File: src/pkg/tlm_pkg.sv
// Constants for the T1 line monitor and maintenance block
package tlm_pkg;
  // ****************************************
  // Register indices (byte address = 4 * index)
  // ****************************************
  localparam logic [7:0] IDX_DECODER = 8'h28;
  localparam logic [7:0] IDX_LOSS_THR = 8'h29;
  localparam logic [7:0] IDX_SLICER_PEAK = 8'h2A;
  localparam logic [7:0] IDX_LOOPBACK = 8'h2B;
  localparam logic [7:0] IDX_LOSS_ONES = 8'h2C;
  localparam logic [7:0] IDX_ERR_CTRL = 8'h31;
  localparam logic [7:0] IDX_STATUS = 8'h36;
  localparam logic [7:0] IDX_CNT_LO = 8'h3C;
  localparam logic [7:0] IDX_CNT_HI = 8'h3D;
  // ****************************************
  // Reset values
  // ****************************************
  localparam logic [7:0] RST_DECODER = 8'h00;
  localparam logic [7:0] RST_LOSS_THR = 8'h15;
  localparam logic [7:0] RST_SLICER_PEAK = 8'h18;
  localparam logic [7:0] RST_LOOPBACK = 8'h00;
  localparam logic [7:0] RST_LOSS_ONES = 8'h00;
  localparam logic [7:0] RST_ERR_CTRL = 8'h00;
  // ****************************************
  // Field positions
  // ****************************************
  localparam int BIT_DECODER = 0;
  localparam int BIT_LONG_HAUL = 6;
  localparam int BIT_LOSS_CRIT = 2;
  localparam int BIT_RX_ONES = 1;
  localparam int BIT_TX_ONES = 0;
  localparam int BIT_VIOL = 6;
  localparam int BIT_EXZ_CRIT = 4;
  localparam int BIT_EXZ_SEL = 2;
  localparam int BIT_REPORT_MODE = 1;
  localparam int BIT_XFER = 0;
  localparam int BIT_SLICER = 4;
  localparam int BIT_WINDOW = 2;
  localparam logic [1:0] EXZ_COUNT_ON = 2'h1;
  // ****************************************
  // Loss of signal and excess zero figures
  // ****************************************
  localparam logic [5:0] Q_BASE_DB = 6'h04;
  localparam logic [4:0] Q_LAST_CODE = 5'h16;
  localparam logic [5:0] Q_MAX_DB = 6'h30;
  localparam logic [5:0] HYST_DB = 6'h04;
  localparam logic [11:0] SH_DECLARE_MVPP = 12'h320;
  localparam logic [11:0] SH_CLEAR_MVPP = 12'h3E8;
  localparam logic [10:0] DECLARE_BITS_T1 = 11'h0AF;
  localparam logic [10:0] DECLARE_BITS_I431 = 11'h608;
  localparam logic [6:0] CLEAR_WINDOW_LAST = 7'h7F;
  localparam logic [7:0] CLEAR_MIN_MARKS = 8'h10;
  localparam logic [7:0] CLEAR_MAX_ZEROS = 8'h64;
  localparam logic [6:0] EXZ_B8ZS = 7'h07;
  localparam logic [6:0] EXZ_AMI_ANSI = 7'h0F;
  localparam logic [6:0] EXZ_AMI_FCC = 7'h50;
  // ****************************************
  // Timing
  // ****************************************
  localparam int CLK_PERIOD_NS = 20;
  localparam longint ONE_SEC_NS = 1000000000;
  localparam int ONE_SEC_CYCLES = int'(ONE_SEC_NS / CLK_PERIOD_NS);
endpackage

File: src/rtl/tlm_top.sv
// T1 receive line monitor and maintenance controls behind an AXI4-Lite slave
// Functional notes
// RL1: long haul declare level -4 dB minus 2 dB/code; codes above 22 give -48 dB
// RL2: short haul ignores threshold field, fixed levels
// RL3: slicer field picks 40/50/60/70 percent
// RL4: peak window field picks 32 to 256 bits
// RL5: monitor gain 0 dB or 22 dB
// RL6: six loopback enables each drive one path
// RL7: criterion 0 declares after 175 low bits
// RL8: criterion 1 declares after 1544 low bits
// RL9: clear needs level, density, zero run in 128
// RL10: clear level Q+4 dB or 1 Vpp
// RL11: receive all ones on loss when enabled
// RL12: transmit all ones on loss when enabled
// RL13: rising trigger inserts exactly one violation
// RL14: criterion 0: AMI over 15, B8ZS over 7
// RL15: criterion 1: AMI over 80, B8ZS over 7
// RL16: count excess zeros only when select is 01
// RL17: manual mode copies counter on trigger rise
// RL18: auto mode copies counter every second
// RL19: software toggles trigger; manual mode only
// RL20: decoder bit 0 B8ZS, 1 AMI
// RL21: status bit shows loss of signal
// RL22: counter saturates, restarts after each copy
`timescale 1ns/1ps
module tlm_top #(
  parameter int ONE_SEC_CYC = tlm_pkg::ONE_SEC_CYCLES
) (
  // Clock and reset
  input wire logic clk,
  input wire logic rst_n,
  // AXI4-Lite slave
  input wire logic [11:0] s_axi_awaddr,
  input wire logic s_axi_awvalid,
  output logic s_axi_awready,
  input wire logic [31:0] s_axi_wdata,
  input wire logic [3:0] s_axi_wstrb,
  input wire logic s_axi_wvalid,
  output logic s_axi_wready,
  output logic [1:0] s_axi_bresp,
  output logic s_axi_bvalid,
  input wire logic s_axi_bready,
  input wire logic [11:0] s_axi_araddr,
  input wire logic s_axi_arvalid,
  output logic s_axi_arready,
  output logic [31:0] s_axi_rdata,
  output logic [1:0] s_axi_rresp,
  output logic s_axi_rvalid,
  input wire logic s_axi_rready,
  // Receive line: one bit per rx_bit_valid, analog level measurements
  input wire logic rx_bit_valid,
  input wire logic rx_line_pos,
  input wire logic rx_line_neg,
  input wire logic [5:0] rx_atten_db,
  input wire logic [11:0] rx_peak_mvpp,
  // Receive data towards the framer
  output logic rx_data,
  // Transmit stream from the framer and towards the line
  input wire logic tx_bit_valid,
  input wire logic tx_pos_in,
  input wire logic tx_neg_in,
  output logic tx_pos,
  output logic tx_neg,
  // Analog front end controls
  output logic [5:0] loss_declare_db,
  output logic [1:0] slicer_threshold_sel,
  output logic [1:0] peak_window_sel,
  output logic [1:0] monitor_gain_sel,
  output logic [5:0] loop_en,
  output logic signal_loss_status
);
  import tlm_pkg::*;

  // ****************************************
  // Registers
  // ****************************************
  logic [7:0] decoder_r, loss_thr_r, slicer_peak_r, loopback_r, loss_ones_r, err_ctrl_r;
  logic [15:0] cnt_report_r;
  logic [15:0] exz_cnt_r;
  logic loss_r;
  logic aw_hold_r, w_hold_r;
  logic [7:0] aw_idx_r;
  logic [31:0] wdata_r;
  logic wstrb0_r;

  logic long_haul, rx_decoder_sel, loss_criterion_sel;
  logic exz_criterion, report_mode, xfer_trig, viol_trig;
  logic [1:0] exz_count_sel;
  assign rx_decoder_sel = decoder_r[BIT_DECODER];
  assign long_haul = loss_thr_r[BIT_LONG_HAUL];
  assign loss_criterion_sel = loss_ones_r[BIT_LOSS_CRIT];
  assign exz_criterion = err_ctrl_r[BIT_EXZ_CRIT];
  assign exz_count_sel = err_ctrl_r[BIT_EXZ_SEL +: 2];
  assign report_mode = err_ctrl_r[BIT_REPORT_MODE];
  assign xfer_trig = err_ctrl_r[BIT_XFER];
  assign viol_trig = err_ctrl_r[BIT_VIOL];

  // ****************************************
  // AXI4-Lite write channel
  // ****************************************
  logic aw_take, w_take, wr_go;
  assign aw_take = s_axi_awvalid && s_axi_awready;
  assign w_take = s_axi_wvalid && s_axi_wready;
  assign wr_go = aw_hold_r && w_hold_r && !s_axi_bvalid;

  always_ff @(posedge clk or negedge rst_n) begin
    if (!rst_n) begin
      aw_hold_r <= 1'b0;
      w_hold_r <= 1'b0;
      aw_idx_r <= 8'h00;
      wdata_r <= 32'h0000_0000;
      wstrb0_r <= 1'b0;
      s_axi_awready <= 1'b0;
      s_axi_wready <= 1'b0;
      s_axi_bvalid <= 1'b0;
      s_axi_bresp <= 2'h0;
    end else begin
      s_axi_awready <= !aw_hold_r && !aw_take && !s_axi_bvalid;
      s_axi_wready <= !w_hold_r && !w_take && !s_axi_bvalid;
      if (aw_take) begin
        aw_hold_r <= 1'b1;
        aw_idx_r <= s_axi_awaddr[9:2];
      end
      if (w_take) begin
        w_hold_r <= 1'b1;
        wdata_r <= s_axi_wdata;
        wstrb0_r <= s_axi_wstrb[0];
      end
      if (wr_go) begin
        aw_hold_r <= 1'b0;
        w_hold_r <= 1'b0;
        s_axi_bvalid <= 1'b1;
        s_axi_bresp <= wr_mapped(aw_idx_r) ? 2'h0 : 2'h2;
      end else if (s_axi_bvalid && s_axi_bready) begin
        s_axi_bvalid <= 1'b0;
      end
    end
  end

  function automatic logic wr_mapped(input logic [7:0] idx);
    wr_mapped = idx == IDX_DECODER || idx == IDX_LOSS_THR || idx == IDX_SLICER_PEAK ||
                idx == IDX_LOOPBACK || idx == IDX_LOSS_ONES || idx == IDX_ERR_CTRL;
  endfunction

  logic wr_en;
  assign wr_en = wr_go && wstrb0_r;

  // Control registers; reserved bits are masked to zero
  always_ff @(posedge clk or negedge rst_n) begin
    if (!rst_n) begin
      decoder_r <= RST_DECODER;
      loss_thr_r <= RST_LOSS_THR;
      slicer_peak_r <= RST_SLICER_PEAK;
      loopback_r <= RST_LOOPBACK;
      loss_ones_r <= RST_LOSS_ONES;
      err_ctrl_r <= RST_ERR_CTRL;
    end else if (wr_en) begin
      unique case (aw_idx_r)
        IDX_DECODER: decoder_r <= wdata_r[7:0] & 8'h11;
        IDX_LOSS_THR: loss_thr_r <= wdata_r[7:0] & 8'h5F;
        IDX_SLICER_PEAK: slicer_peak_r <= wdata_r[7:0] & 8'h3F;
        IDX_LOOPBACK: loopback_r <= wdata_r[7:0] & 8'h77;
        IDX_LOSS_ONES: loss_ones_r <= wdata_r[7:0] & 8'h07;
        IDX_ERR_CTRL: err_ctrl_r <= wdata_r[7:0] & 8'h5F;
        default: ;
      endcase
    end
  end

  // ****************************************
  // AXI4-Lite read channel
  // ****************************************
  logic [7:0] rd_byte;
  logic rd_ok;
  always_comb begin
    rd_byte = 8'h00;
    rd_ok = 1'b1;
    unique case (s_axi_araddr[9:2])
      IDX_DECODER: rd_byte = decoder_r;
      IDX_LOSS_THR: rd_byte = loss_thr_r;
      IDX_SLICER_PEAK: rd_byte = slicer_peak_r;
      IDX_LOOPBACK: rd_byte = loopback_r;
      IDX_LOSS_ONES: rd_byte = loss_ones_r;
      IDX_ERR_CTRL: rd_byte = err_ctrl_r;
      IDX_STATUS: rd_byte = {7'h00, loss_r}; // RL21
      IDX_CNT_LO: rd_byte = cnt_report_r[7:0];
      IDX_CNT_HI: rd_byte = cnt_report_r[15:8];
      default: rd_ok = 1'b0;
    endcase
  end

  always_ff @(posedge clk or negedge rst_n) begin
    if (!rst_n) begin
      s_axi_arready <= 1'b0;
      s_axi_rvalid <= 1'b0;
      s_axi_rdata <= 32'h0000_0000;
      s_axi_rresp <= 2'h0;
    end else begin
      s_axi_arready <= !s_axi_rvalid && !(s_axi_arvalid && s_axi_arready);
      if (s_axi_arvalid && s_axi_arready) begin
        s_axi_rvalid <= 1'b1;
        s_axi_rdata <= {24'h00_0000, rd_byte};
        s_axi_rresp <= rd_ok ? 2'h0 : 2'h2;
      end else if (s_axi_rvalid && s_axi_rready) begin
        s_axi_rvalid <= 1'b0;
      end
    end
  end

  // ****************************************
  // Front end controls
  // ****************************************
  logic [5:0] q_db;
  assign q_db = (loss_thr_r[4:0] >= Q_LAST_CODE) ? Q_MAX_DB :
                6'(Q_BASE_DB + {loss_thr_r[4:0], 1'b0}); // RL1

  always_ff @(posedge clk or negedge rst_n) begin
    if (!rst_n) begin
      loss_declare_db <= 6'h00;
      slicer_threshold_sel <= 2'h0;
      peak_window_sel <= 2'h0;
      monitor_gain_sel <= 2'h0;
      loop_en <= 6'h00;
    end else begin
      loss_declare_db <= q_db; // RL1
      slicer_threshold_sel <= slicer_peak_r[BIT_SLICER +: 2]; // RL3
      peak_window_sel <= slicer_peak_r[BIT_WINDOW +: 2]; // RL4
      monitor_gain_sel <= slicer_peak_r[1:0]; // RL5
      loop_en <= {loopback_r[6:4], loopback_r[2:0]}; // RL6
    end
  end

  // ****************************************
  // Loss of signal detection
  // ****************************************
  logic below_lvl, above_clr, rx_mark;
  logic [10:0] below_cnt_r, declare_limit;
  logic [6:0] win_cnt_r;
  logic [7:0] win_marks_r, win_zrun_r;
  assign rx_mark = rx_line_pos || rx_line_neg;
  // Short haul uses fixed levels; the threshold field is not looked at
  assign below_lvl = long_haul ? (rx_atten_db > q_db) : (rx_peak_mvpp < SH_DECLARE_MVPP); // RL2
  assign above_clr = long_haul ? ({1'b0, rx_atten_db} + {1'b0, HYST_DB} < {1'b0, q_db}) :
                     (rx_peak_mvpp > SH_CLEAR_MVPP); // RL10
  assign declare_limit = loss_criterion_sel ? DECLARE_BITS_I431 : DECLARE_BITS_T1; // RL7 RL8

  always_ff @(posedge clk or negedge rst_n) begin
    if (!rst_n) begin
      below_cnt_r <= 11'h000;
    end else if (rx_bit_valid) begin
      below_cnt_r <= (!below_lvl || loss_r) ? 11'h000 : 11'(below_cnt_r + 11'h001);
    end
  end

  // Clear window: 128 bits above clear level with density and zero run bounds
  logic win_fail, win_done;
  assign win_fail = !above_clr || (!rx_mark && win_zrun_r + 8'h01 >= CLEAR_MAX_ZEROS);
  assign win_done = win_cnt_r == CLEAR_WINDOW_LAST;

  always_ff @(posedge clk or negedge rst_n) begin
    if (!rst_n) begin
      win_cnt_r <= 7'h00;
      win_marks_r <= 8'h00;
      win_zrun_r <= 8'h00;
    end else if (!loss_r || (rx_bit_valid && (win_fail || win_done))) begin
      win_cnt_r <= 7'h00;
      win_marks_r <= 8'h00;
      win_zrun_r <= 8'h00;
    end else if (rx_bit_valid) begin
      win_cnt_r <= 7'(win_cnt_r + 7'h01);
      win_marks_r <= rx_mark ? 8'(win_marks_r + 8'h01) : win_marks_r;
      win_zrun_r <= rx_mark ? 8'h00 : 8'(win_zrun_r + 8'h01);
    end
  end

  always_ff @(posedge clk or negedge rst_n) begin
    if (!rst_n) begin
      loss_r <= 1'b0;
    end else if (rx_bit_valid) begin
      if (!loss_r && below_lvl && below_cnt_r + 11'h001 >= declare_limit) begin
        loss_r <= 1'b1; // RL7 RL8
      end else if (loss_r && win_done && !win_fail &&
                   win_marks_r + (rx_mark ? 8'h01 : 8'h00) >= CLEAR_MIN_MARKS) begin
        loss_r <= 1'b0; // RL9
      end
    end
  end

  a_los_declare_count: // RL7
    assert property (@(posedge clk) disable iff (!rst_n)
      $rose(loss_r) |-> $past(below_cnt_r) == declare_limit - 11'h001)
    else $error("loss declared at wrong bit count");
  a_los_clear_window: // RL9
    assert property (@(posedge clk) disable iff (!rst_n)
      $fell(loss_r) |-> $past(win_cnt_r) == CLEAR_WINDOW_LAST && $past(above_clr))
    else $error("loss cleared outside a full window");

  always_ff @(posedge clk or negedge rst_n) begin
    if (!rst_n) begin
      signal_loss_status <= 1'b0;
    end else begin
      signal_loss_status <= loss_r; // RL21
    end
  end

  // ****************************************
  // Receive data with all ones on loss
  // ****************************************
  always_ff @(posedge clk or negedge rst_n) begin
    if (!rst_n) begin
      rx_data <= 1'b0;
    end else if (rx_bit_valid) begin
      rx_data <= (loss_r && loss_ones_r[BIT_RX_ONES]) ? 1'b1 : rx_mark; // RL11
    end
  end

  a_rx_all_ones: // RL11
    assert property (@(posedge clk) disable iff (!rst_n)
      rx_bit_valid && loss_r && loss_ones_r[BIT_RX_ONES] |=> rx_data)
    else $error("receive data not forced to ones");

  // ****************************************
  // Transmit: all ones on loss and violation insertion
  // ****************************************
  logic viol_trig_d_r, viol_pend_r, last_pol_r;
  always_ff @(posedge clk or negedge rst_n) begin
    if (!rst_n) begin
      viol_trig_d_r <= 1'b0;
      viol_pend_r <= 1'b0;
      last_pol_r <= 1'b0;
      tx_pos <= 1'b0;
      tx_neg <= 1'b0;
    end else begin
      viol_trig_d_r <= viol_trig;
      if (viol_trig && !viol_trig_d_r) begin
        viol_pend_r <= 1'b1; // RL13
      end else if (tx_bit_valid) begin
        viol_pend_r <= 1'b0;
      end
      if (tx_bit_valid) begin
        if (viol_pend_r) begin
          tx_pos <= last_pol_r; // RL13
          tx_neg <= !last_pol_r;
        end else if (loss_r && loss_ones_r[BIT_TX_ONES]) begin
          tx_pos <= !last_pol_r; // RL12
          tx_neg <= last_pol_r;
          last_pol_r <= !last_pol_r;
        end else begin
          tx_pos <= tx_pos_in;
          tx_neg <= tx_neg_in;
          if (tx_pos_in ^ tx_neg_in) begin
            last_pol_r <= tx_pos_in;
          end
        end
      end
    end
  end

  a_viol_once: // RL13
    assert property (@(posedge clk) disable iff (!rst_n)
      viol_pend_r && tx_bit_valid |=> !viol_pend_r || $rose(viol_trig_d_r))
    else $error("violation issued more than once");
  a_tx_all_ones: // RL12
    assert property (@(posedge clk) disable iff (!rst_n)
      tx_bit_valid && !viol_pend_r && loss_r && loss_ones_r[BIT_TX_ONES]
      |=> tx_pos != tx_neg)
    else $error("transmit all ones missing a mark");

  // ****************************************
  // Excess zero detection and counting
  // ****************************************
  logic [6:0] zrun_r, exz_limit;
  logic exz_event, xfer_d_r, xfer_now, sec_tick;
  logic [31:0] sec_cnt_r;
  assign exz_limit = !rx_decoder_sel ? EXZ_B8ZS :
                     (exz_criterion ? EXZ_AMI_FCC : EXZ_AMI_ANSI); // RL14 RL15 RL20
  assign exz_event = rx_bit_valid && !rx_mark && zrun_r == exz_limit;

  always_ff @(posedge clk or negedge rst_n) begin
    if (!rst_n) begin
      zrun_r <= 7'h00;
    end else if (rx_bit_valid) begin
      zrun_r <= rx_mark ? 7'h00 : (zrun_r > exz_limit ? zrun_r : 7'(zrun_r + 7'h01));
    end
  end

  always_ff @(posedge clk or negedge rst_n) begin
    if (!rst_n) begin
      sec_cnt_r <= 32'h0000_0000;
      sec_tick <= 1'b0;
    end else begin
      sec_tick <= sec_cnt_r == 32'(ONE_SEC_CYC - 1);
      sec_cnt_r <= (sec_cnt_r == 32'(ONE_SEC_CYC - 1)) ? 32'h0000_0000 :
                   32'(sec_cnt_r + 32'h0000_0001);
    end
  end

  assign xfer_now = report_mode ? sec_tick : (xfer_trig && !xfer_d_r); // RL17 RL18 RL19

  // A same cycle event after a copy starts the next count at one
  always_ff @(posedge clk or negedge rst_n) begin
    if (!rst_n) begin
      xfer_d_r <= 1'b0;
      exz_cnt_r <= 16'h0000;
      cnt_report_r <= 16'h0000;
    end else begin
      xfer_d_r <= xfer_trig;
      if (xfer_now) begin
        cnt_report_r <= exz_cnt_r; // RL17 RL18
      end
      if (exz_event && exz_count_sel == EXZ_COUNT_ON) begin // RL16
        exz_cnt_r <= xfer_now ? 16'h0001 :
                     (&exz_cnt_r ? exz_cnt_r : 16'(exz_cnt_r + 16'h0001)); // RL22
      end else if (xfer_now) begin
        exz_cnt_r <= 16'h0000; // RL22
      end
    end
  end

  a_exz_gate: // RL16
    assert property (@(posedge clk) disable iff (!rst_n)
      exz_count_sel != EXZ_COUNT_ON && !xfer_now |=> $stable(exz_cnt_r))
    else $error("counter moved while counting disabled");
  a_exz_saturate: // RL22
    assert property (@(posedge clk) disable iff (!rst_n)
      exz_cnt_r == 16'hFFFF && !xfer_now |=> exz_cnt_r == 16'hFFFF)
    else $error("counter wrapped");
  a_manual_copy: // RL17
    assert property (@(posedge clk) disable iff (!rst_n)
      !report_mode && $rose(xfer_trig) |=> cnt_report_r == $past(exz_cnt_r))
    else $error("manual copy missing");
  a_auto_copy: // RL18
    assert property (@(posedge clk) disable iff (!rst_n)
      report_mode && sec_tick |=> cnt_report_r == $past(exz_cnt_r))
    else $error("auto copy missing");
  a_exz_limit: // RL14
    assert property (@(posedge clk) disable iff (!rst_n)
      exz_event |-> zrun_r == (!rx_decoder_sel ? 7'h07 : (exz_criterion ? 7'h50 : 7'h0F)))
    else $error("excess zero at wrong run length");

endmodule // tlm_top

File: config.mk
export PLATFORM = sky130hd
export DESIGN_NAME = tlm_top
export DESIGN_NICKNAME = d
export VERILOG_FILES = /design/src/pkg/tlm_pkg.sv /design/src/rtl/tlm_top.sv
export SDC_FILE = /design/constraint.sdc
export NUM_CORES = 1
export LEC_CHECK = 0
export BUFFER_PORTS_ARGS = -buffer_cell sky130_fd_sc_hd__buf_2
export CAP_MARGIN = 0
export CORE_ASPECT_RATIO = 1.25
export CORE_UTILIZATION = 40
export DETAILED_ROUTE_END_ITERATION = 16
export GPL_ROUTABILITY_DRIVEN = 0
export SYNTH_ARGS = -nofsm -noshare
export SYNTH_HDL_FRONTEND = slang
export SYNTH_SLANG_ARGS = --single-unit
export TNS_END_PERCENT = 20
File: constraint.sdc
create_clock -name clk -period 6.6 [get_ports clk]
set_input_delay 0.66 -clock clk [delete_from_list [all_inputs] [get_ports clk]]
set_output_delay 0.66 -clock clk [all_outputs]
set_load 0.01 [all_outputs]
==> metrics.md, run 1 <==
| Metric | Value |
|---|---|
| IO Pins | `154` |
| TritonCTS clock tree | `yes` |
| Floorplan core area | `0.0238 mm2` |
| Cells along the critical path | `ha_1 > or2_2 > o21ai_0 > nand2_1 > ha_1 > a21oi_1 > a21oi_1 > o21ai_0 > nand3_1 > nor3_1 > and3_1 > a21o_1` |
| Std-Cell Rows | `63` |
| Fraction of final layout cells with drive strength greater than 1 | `0.177` |
| Register area share after synthesis | `0.499` |
| Total Neg Setup Slack | `0 ns` |
| Top cell type's share of synthesized area | `0.485` |
| Worst VDD drop | `0.000175 V` |
| Overall overflow remaining after global route | `0` |
| Fin. max-slew vios | `0` |
| Number of antenna violations at the first check in global routing | `1` |
| Run status | `finished clean` |
| Sort of element at the end of the critical path | `register` |
| Layout overhead on the synthesized area | `13.2%` |
| Fill cells | `2338` |
| Total Die Area | `0.0250 mm2` |
| Sequential fraction of design power | `0.510` |
| Synthesized instance count | `969` |
| Clock root buffer master | `sky130_fd_sc_hd__clkbuf_16` |
| HPWL after DPL | `15800 um` |
| CTS max path bufs | `2` |
| Number of CTS-inserted buffers | `17` |
| Synth cell count leaders | `sky130_fd_sc_hd__dfrtp_1, sky130_fd_sc_hd__nand2_1, sky130_fd_sc_hd__nor2_1` |
| Required time reported for the critical path endpoint | `6.98 ns` |
| Flop and latch count out of synthesis | `194` |
| Number of detailed-routing iterations run before antenna repair | `4` |
| Via Count | `7306` |
| Diodes inserted | `0` |
| Largest net degree at the start of global routing | `120` |
| Final setup violation count | `0` |
| Cell type contributing the most total cell area after synthesis | `sky130_fd_sc_hd__dfrtp_1` |
| Floorplan die width | `142 um` |
| Period minus WS final | `3.75 ns` |
| Kind of start point of the critical path | `register` |
| Vias per inst | `5.22` |
| Number of sinks handled by clock tree synthesis | `194` |
| Share of the cycle needed by the critical path after routing | `0.568` |
| Crit-path slowest cell | `sky130_fd_sc_hd__nor3_1` |
| Number of enable-type register cells in the synthesized netlist | `0` |
| Clock transition time at the flip-flop clock pins of the worst setup and hold paths | `0.08 ns` |
| Gates resized, CTS repair | `0` |
| Hold Path Class | `input port to async pin` |
| Proportion of total power due to net switching | `0.284` |
| Yosys warns | `0` |
| Routed length per placed instance | `15.7 um` |
| Number of hold-repair buffers added at the cts stage | `0` |
| Transition at the pin with the smallest max-transition slack | `1.07 ns` |
| Setup Buffers After CTS | `0` |
| Worst path buffer plus inverter count | `0` |
| Share of power burned in the clock network | `0.366` |
| Achievable frequency | `267 MHz` |
| Reg-to-Reg End | `win_zrun_r[5]` |
| Category of the critical setup timing path | `register to register` |
| Ys flop type | `sky130_fd_sc_hd__dfrtp_1` |
| Detailed Route WL | `21900 um` |
| Main area contributors after synthesis | `sky130_fd_sc_hd__dfrtp_1, sky130_fd_sc_hd__nand2_1, sky130_fd_sc_hd__mux2_2` |
| Crit path arrival time | `4.13 ns` |
| First DRT Iteration DRCs | `323` |
| Starting density of the core | `0.409` |
| Post-synthesis cell area | `0.00975 mm2` |
| Relative slew margins | `0.283` |
| Non-filler instance count after layout | `1400` |
| Largest driver fanout on the critical path | `12` |
| Number of placed cells counting well taps | `1368` |
| Depth of the worst register-to-register path | `12` |
| RSZ-0062 raised after global routing | `no` |
| Leakage power | `5.29 nW` |
| Cell with the most instances after synthesis | `sky130_fd_sc_hd__dfrtp_1` |
| # DRC | `0` |
| Global-route usage over all layers | `0.187` |
| Async S/R FF share, synth | `1.00` |
| H-tree depth | `4` |
| Register-to-register setup slack | `2.85 ns` |
| First-pass GRT wire length | `36400 um` |
| Fin nets | `1186` |
| Power density of the placed cells | `252 mW/mm2` |
| Final number of hold-violating endpoints | `0` |
| Critical path's top delay family | `simple AND/OR/NAND/NOR gates` |
| Via count of the first global-routing pass | `7124` |
| Mean instance size in the synthesized netlist | `10.1 um2` |
| Worst-skew pair later-pin latency | `0.44 ns` |
| Power Internal | `0.00199 W` |
| Worst reg2reg path startpoint | `loss_thr_r[1]` |
| Antenna Nets Post-Route | `0` |
| Vertical die dimension | `177 um` |
| Launching element of the worst setup path | `loss_thr_r[1]` |
| NetSw | `0.000789 W` |
| Fraction of power consumed by combinational cells | `0.124` |
| Quantity of I/O buffers inserted on ports | `90` |
| Number of violations of the max-capacitance limit | `0` |
| Hold_ws | `0.363 ns` |
| Synth unique cells | `70` |
| Max incr delay on CP | `0.71 ns` |
| Clock skew | `0.0113 ns` |
-- worst register-to-register path: cells and delay by family, from the launching register on --
| kind | cells | cell delay [ns] |
|---|---|---|
| and+or+nand+nor | 5 | 1.80 |
| AOI/OAI and AO/OA | 5 | 0.88 |
| adders and majority gates | 2 | 0.57 |
| DFF | 1 | 0.45 |
-- through the flow --
stage	util	setup slack [ns]	total power [W]	instance area [um2]
global route	0.464	2.42	0.00293	11000
CTS	0.464	2.80	0.00282	11000
floorplan	-	3.58	0.00164	9850
finish	0.464	2.85	0.00278	11000
detailed placement	0.440	2.83	0.00179	10500
global placement	0.440	2.87	0.00178	10500
-- state kept, by name (all words and copies together) (netlist names), 8 cells and up --
signal / flops
win_zrun_r: 8
win_marks_r: 8
aw_idx_r: 8
sec_cnt_r: 32
s_axi_rdata: 8
cnt_report_r: 16
exz_cnt_r: 16
below_cnt_r: 11
-- how the worst max path moves through the flow --
stage | endpoint | slack [ns] | depth (start not counted)
after CTS | win_zrun_r[5] | 2.80 | 12
final | win_zrun_r[5] | 2.85 | 12
after global routing | win_zrun_r[5] | 2.42 | 12
after global placement | win_zrun_r[5] | 2.87 | 12
after floorplan | win_cnt_r[4] | 3.58 | 13
after detailed placement | win_zrun_r[5] | 2.83 | 12
-- cells by family (layout without fill, tap and decap cells) --
kind of cell	count (synthesis)	count (layout)	share of synthesized area
flip-flops	194	194	0.499
buffers and inverters	70	150	0.0384
multiplexers	53	53	0.0603
other	1	27	0.000385
AND/OR/NAND/NOR	400	400	0.199
AO/OA/AOI/OAI	163	163	0.111
XOR/XNOR	55	55	0.0494
adder cells (fa/ha/maj)	33	33	0.0424
-- cell type report --
type	count	area, um2	share of cell area
repair buffers	94	489	0.0443
well taps	325	407	0.0368
clock inverters	11	92.6	0.00839
clock buffers	21	480	0.0435
multi-input cells	731	4610	0.418
inverters	24	92.6	0.00839
flip-flops and latches	194	4860	0.440
-- power by group through the flow --
stage / clock [W] / sequential (W) / combinational (W)
2_1_floorplan: 0 / 0.00141 / 0.000229
3_3_place_gp: 0 / 0.00144 / 0.000344
3_5_place_dp: 0 / 0.00144 / 0.000353
4_1_cts: 0.00105 / 0.00142 / 0.000353
5_1_grt: 0.00110 / 0.00144 / 0.000395
6_report: 0.00102 / 0.00142 / 0.000346
-- per-layer routing --
metal	share of wire	GRT usage	vias to the layer above	wire (um)
li1	-	-	3584	-
met4	0.024	0.0730	2	528
met5	0.00050	0	-	11
met2	0.50	0.324	134	11100
met3	0.034	0.0355	34	750
met1	0.44	0.230	3552	9570
-- placed cells by master, fill, tap and decap left out, drive strengths merged, types with 27 or more instances in the layout --
cell and instances:
conb 27, nand2 141, ha 33, a21oi 31, nor2 81, buf 93, inv 30, xor2 29
nor3 29, dfrtp 189, o21ai 51, mux2 46, nand3 47
(Power assumes the default switching activity.)
==> run 2: changes to the inputs <==
Settings changed: ABC_AREA from default to 1.
Clock period 6.6 ns to 3.05 ns, I/O delays scaled along.
==> run 2 against run 1 <==
- fmax grew 36%
- first-iteration DRC count rose by 30%
- sequential cell count unchanged
- power grew 120%
- combinational power rose by 140%
- via count is 14% higher
- wire length increased by 7.2%
- sequential power grew 110%
- register-to-register slack got worse by 2.6 ns
- die area increased by 5.0%
- critical path type unchanged
- critical endpoint is now win_marks_r[4]
- largest cell class unchanged
- highest routed layer is now met4
==> metrics.md, run 2 <==
| Metric | Value |
|---|---|
| Run status | `finished clean (unchanged)` |
| RSZ-0062 raised after global routing | `no (unchanged)` |
| Sort of element at the end of the critical path | `register (unchanged)` |
| Yosys warns | `0 (unchanged)` |
| Async S/R FF share, synth | `1.00 (unchanged)` |
| Power Internal | `0.00444 W (was 0.00199 W)` |
| Final number of hold-violating endpoints | `0 (unchanged)` |
| Fin util | `0.461 (was 0.464)` |
| Number of sinks handled by clock tree synthesis | `194 (unchanged)` |
| Biggest regs | `sec_cnt_r x32, cnt_report_r x16, exz_cnt_r x16 (unchanged)` |
| Setup Buffers After CTS | `0 (unchanged)` |
| HPWL after DPL | `17700 um (was 15800 um)` |
| Power density of the placed cells | `528 mW/mm2 (was 252 mW/mm2)` |
| Clock transition time at the flip-flop clock pins of the worst setup and hold paths | `0.07 ns (was 0.08 ns)` |
| Starting density of the core | `0.406 (was 0.409)` |
| Total Die Area | `0.0262 mm2 (was 0.0250 mm2)` |
| Worst-skew pair later-pin latency | `0.43 ns (was 0.44 ns)` |
| Crit path arrival time | `3.14 ns (was 4.13 ns)` |
| Cell with the most instances after synthesis | `sky130_fd_sc_hd__nand2_1 (was sky130_fd_sc_hd__dfrtp_1)` |
| Hold Startpoint | `s_axi_rready` |
| TritonCTS clock tree | `yes (unchanged)` |
| Fin nets | `1473 (was 1186)` |
| Floorplan die width | `145 um (was 142 um)` |
| Most frequent cells in the layout | `sky130_fd_sc_hd__nand2_1, sky130_fd_sc_hd__dfrtp_1, sky130_fd_sc_hd__inv_1, sky130_fd_sc_hd__nor2_1, sky130_fd_sc_hd__o21ai_0 (was sky130_fd_sc_hd__dfrtp_1, sky130_fd_sc_hd__nand2_1, sky130_fd_sc_hd__buf_2, sky130_fd_sc_hd__nor2_1, sky130_fd_sc_hd__o21ai_0)` |
| Global-route usage over all layers | `0.185 (was 0.187)` |
| IO Pins | `154 (unchanged)` |
| # DRC | `0 (unchanged)` |
| Vias per inst | `4.91 (was 5.22)` |
| Routed length per placed instance | `13.9 um (was 15.7 um)` |
| Synth unique cells | `51 (was 70)` |
| Cell type contributing the most total cell area after synthesis | `sky130_fd_sc_hd__dfrtp_1 (unchanged)` |
| Most flops, register | `sec_cnt_r (unchanged)` |
| Number of CTS-inserted buffers | `17 (unchanged)` |
| Vertical die dimension | `181 um (was 177 um)` |
| Transition at the pin with the smallest max-transition slack | `0.782 ns (was 1.07 ns)` |
| Fin. max-slew vios | `0 (unchanged)` |
| Top cell type's share of synthesized area | `0.462 (was 0.485)` |
| Clock root buffer master | `sky130_fd_sc_hd__clkbuf_16 (unchanged)` |
| Leakage power | `5.83 nW (was 5.29 nW)` |
| Depth of the worst register-to-register path | `13 (was 12)` |
| Overall overflow remaining after global route | `0 (unchanged)` |
| Category of the critical setup timing path | `register to register (unchanged)` |
| Worst reg2reg path startpoint | `loss_thr_r[2] (was loss_thr_r[1])` |
| Share of power burned in the clock network | `0.386 (was 0.366)` |
| Cell depth of the worst hold path | `2` |
| Flip-flop count of the largest register, all copies and words added | `32 (unchanged)` |
| Synthesized instance count | `1255 (was 969)` |
| H-tree depth | `4 (unchanged)` |
| Share of the cycle needed by the critical path after routing | `0.907 (was 0.568)` |
| First-pass GRT wire length | `39100 um (was 36400 um)` |
| Hold Path Class | `input port to register (was input port to async pin)` |
| Floorplan core area | `0.0252 mm2 (was 0.0238 mm2)` |
| Total Neg Setup Slack | `0 ns (unchanged)` |
| Endpoint with the worst hold slack | `s_axi_rvalid` |
| CTS max path bufs | `2 (unchanged)` |
| Via Count | `8326 (was 7306)` |
| Number of antenna violations at the first check in global routing | `0 (was 1)` |
| Relative slew margins | `0.475 (was 0.283)` |
| Register area share after synthesis | `0.475 (was 0.499)` |
| Leading cell type in the layout, fill and taps excluded | `sky130_fd_sc_hd__nand2_1 (was sky130_fd_sc_hd__dfrtp_1)` |
| Diodes inserted | `0 (unchanged)` |
| Flop and latch count out of synthesis | `194 (unchanged)` |
| Critical path's top delay family | `simple AND/OR/NAND/NOR gates (unchanged)` |
| Post-synthesis cell area | `0.0102 mm2 (was 0.00975 mm2)` |
| Clock skew | `0.00978 ns (was 0.0113 ns)` |
| Main area contributors after synthesis | `sky130_fd_sc_hd__dfrtp_1, sky130_fd_sc_hd__nand2_1, sky130_fd_sc_hd__inv_1 (was sky130_fd_sc_hd__dfrtp_1, sky130_fd_sc_hd__nand2_1, sky130_fd_sc_hd__mux2_2)` |
| Worst VDD drop | `0.000387 V (was 0.000175 V)` |
| Achievable frequency | `362 MHz (was 267 MHz)` |
| Reg-to-Reg End | `win_marks_r[4] (was win_zrun_r[5])` |
| Final setup violation count | `0 (unchanged)` |
| Std-Cell Rows | `65 (was 63)` |
| Ys flop type | `sky130_fd_sc_hd__dfrtp_1 (unchanged)` |
| Max incr delay on CP | `0.57 ns (was 0.71 ns)` |
| Number of enable-type register cells in the synthesized netlist | `0 (unchanged)` |
| Mean instance size in the synthesized netlist | `8.16 um2 (was 10.1 um2)` |
| Antenna Nets Post-Route | `0 (unchanged)` |
| Period minus WS final | `2.77 ns (was 3.75 ns)` |
| Cells along the critical path | `ha_1 > nor2_1 > a21oi_1 > a21oi_1 > ha_1 > a21oi_1 > o21bai_1 > nand3b_1 > nand2_1 > nand3_2 > nor2_4 > nand3_1 > nand2_1 (was ha_1 > or2_2 > o21ai_0 > nand2_1 > ha_1 > a21oi_1 > a21oi_1 > o21ai_0 > nand3_1 > nor3_1 > and3_1 > a21o_1)` |
| Number of violations of the max-capacitance limit | `0 (unchanged)` |
| Fill cells | `2511 (was 2338)` |
| Most prevalent standard cell on the critical path | `sky130_fd_sc_hd__a21oi_1` |
| Proportion of total power due to net switching | `0.277 (was 0.284)` |
| Fraction of power consumed by combinational cells | `0.134 (was 0.124)` |
| Fraction of final layout cells with drive strength greater than 1 | `0.123 (was 0.177)` |
| Hold_ws | `0.0302 ns (was 0.363 ns)` |
| Number of detailed-routing iterations run before antenna repair | `5 (was 4)` |
| Via count of the first global-routing pass | `8123 (was 7124)` |
| Kind of start point of the critical path | `register (unchanged)` |
| Worst path buffer plus inverter count | `0 (unchanged)` |
| Layout overhead on the synthesized area | `13.6% (was 13.2%)` |
| First DRT Iteration DRCs | `419 (was 323)` |
| Quantity of I/O buffers inserted on ports | `90 (unchanged)` |
| Crit-path slowest cell | `sky130_fd_sc_hd__dfstp_2 (was sky130_fd_sc_hd__nor3_1)` |
| Sequential fraction of design power | `0.481 (was 0.510)` |
| Register-to-register setup slack | `0.28 ns (was 2.85 ns)` |
| Required time reported for the critical path endpoint | `3.42 ns (was 6.98 ns)` |
| Largest driver fanout on the critical path | `9 (was 12)` |
| Detailed Route WL | `23500 um (was 21900 um)` |
| NetSw | `0.00170 W (was 0.000789 W)` |
| Synth cell count leaders | `sky130_fd_sc_hd__nand2_1, sky130_fd_sc_hd__dfrtp_1, sky130_fd_sc_hd__inv_1 (was sky130_fd_sc_hd__dfrtp_1, sky130_fd_sc_hd__nand2_1, sky130_fd_sc_hd__nor2_1)` |
| Largest net degree at the start of global routing | `84 (was 120)` |
==> run 2: cell types whose count changed after synthesis, moves of 19 or more <==
cell                      change
sky130_fd_sc_hd__and3_1      -19
sky130_fd_sc_hd__nand2_1    +176
sky130_fd_sc_hd__inv_1      +134
sky130_fd_sc_hd__mux2_2      -46
sky130_fd_sc_hd__nand4_1     +22
sky130_fd_sc_hd__o21ai_0     +41
sky130_fd_sc_hd__nand3_1     +25
==> run 2: metal layers <==
| layer | GRT usage | routed length [um] | vias to the layer above |
|---|---|---|---|
| li1 | - | - | 4212 |
| met4 | 0.0568 | 374 | 0 |
| met3 | 0.0343 | 835 | 25 |
| met1 | 0.213 | 10000 | 3965 |
| met5 | 0 | 0 | - |
| met2 | 0.346 | 12300 | 124 |
==> run 2: worst reg2reg max path: stages (launching register included) <==
cell and delay, ns:
sky130_fd_sc_hd__dfstp_2 0.57, sky130_fd_sc_hd__ha_1 0.17, sky130_fd_sc_hd__nor2_1 0.06, sky130_fd_sc_hd__a21oi_1 0.26, sky130_fd_sc_hd__a21oi_1 0.15, sky130_fd_sc_hd__ha_1 0.33, sky130_fd_sc_hd__a21oi_1 0.14, sky130_fd_sc_hd__o21bai_1 0.08
sky130_fd_sc_hd__nand3b_1 0.16, sky130_fd_sc_hd__nand2_1 0.13, sky130_fd_sc_hd__nand3_2 0.18, sky130_fd_sc_hd__nor2_4 0.29, sky130_fd_sc_hd__nand3_1 0.12, sky130_fd_sc_hd__nand2_1 0.08
==> run 2: logic make-up (layout without fill, tap and decap cells) <==
| kind of cell | count (synthesis) | after routing | synth area share |
|---|---|---|---|
| adder cells (fa/ha/maj) | 33 | 33 | 0.0403 |
| other | 1 | 27 | 0.000366 |
| multiplexers | 1 | 1 | 0.000978 |
| XOR/XNOR | 49 | 49 | 0.0419 |
| buffers and inverters | 210 | 291 | 0.0878 |
| AO/OA/AOI/OAI | 168 | 168 | 0.0896 |
| AND/OR/NAND/NOR | 599 | 599 | 0.264 |
| flip-flops | 194 | 194 | 0.475 |
==> run 2: power by group through the flow <==
stage	clock network [W]	logic (W)	registers (W)
after floorplan	0	0.000509	0.00299
after global placement	0	0.000819	0.00299
after detailed placement	0	0.000831	0.00300
after CTS	0.00243	0.000834	0.00295
after global routing	0.00252	0.000941	0.00298
final	0.00237	0.000820	0.00295
==> run 2: timing repair <==
action | 4_1_cts | 5_1_grt
resized for setup | 0 | 0
endpoints found under the hold margin | 77 | 0
hold buffers | 1 | 0
==> run 2: final cells by class <==
class,instances,area (um2),area share
flip-flops and latches,194,4860,0.418
clock inverters,13,185,0.0159
well taps,335,419,0.0360
clock buffers,19,433,0.0372
inverters,163,614,0.0528
repair buffers,96,544,0.0468
multi-input cells,877,4580,0.393
==> run 2: worst max-delay path by stage <==
stage,startpoint,endpoint,slack (ns),cells past startpoint
after CTS,loss_thr_r[1],win_marks_r[4],0.27,13
final,loss_thr_r[2],win_marks_r[4],0.28,13
after global routing,loss_thr_r[1],win_marks_r[6],0.01,13
after floorplan,loss_thr_r[2],win_marks_r[3],0.68,13
after detailed placement,loss_thr_r[2],win_marks_r[5],0.29,13
after global placement,loss_thr_r[2],win_marks_r[5],0.35,13
==> run 2: per-stage QoR <==
| stage | worst slack, ns | area, um2 | total power (W) | std cells |
|---|---|---|---|---|
| 2_1_floorplan | 0.678 | 10300 | 0.00349 | 1281 |
| 5_1_grt | 0.0123 | 11600 | 0.00644 | 1697 |
| 4_1_cts | 0.266 | 11600 | 0.00621 | 1697 |
| 3_3_place_gp | 0.351 | 11000 | 0.00381 | 1664 |
| 6_report | 0.284 | 11600 | 0.00614 | 1697 |
| 3_5_place_dp | 0.287 | 11000 | 0.00383 | 1664 |
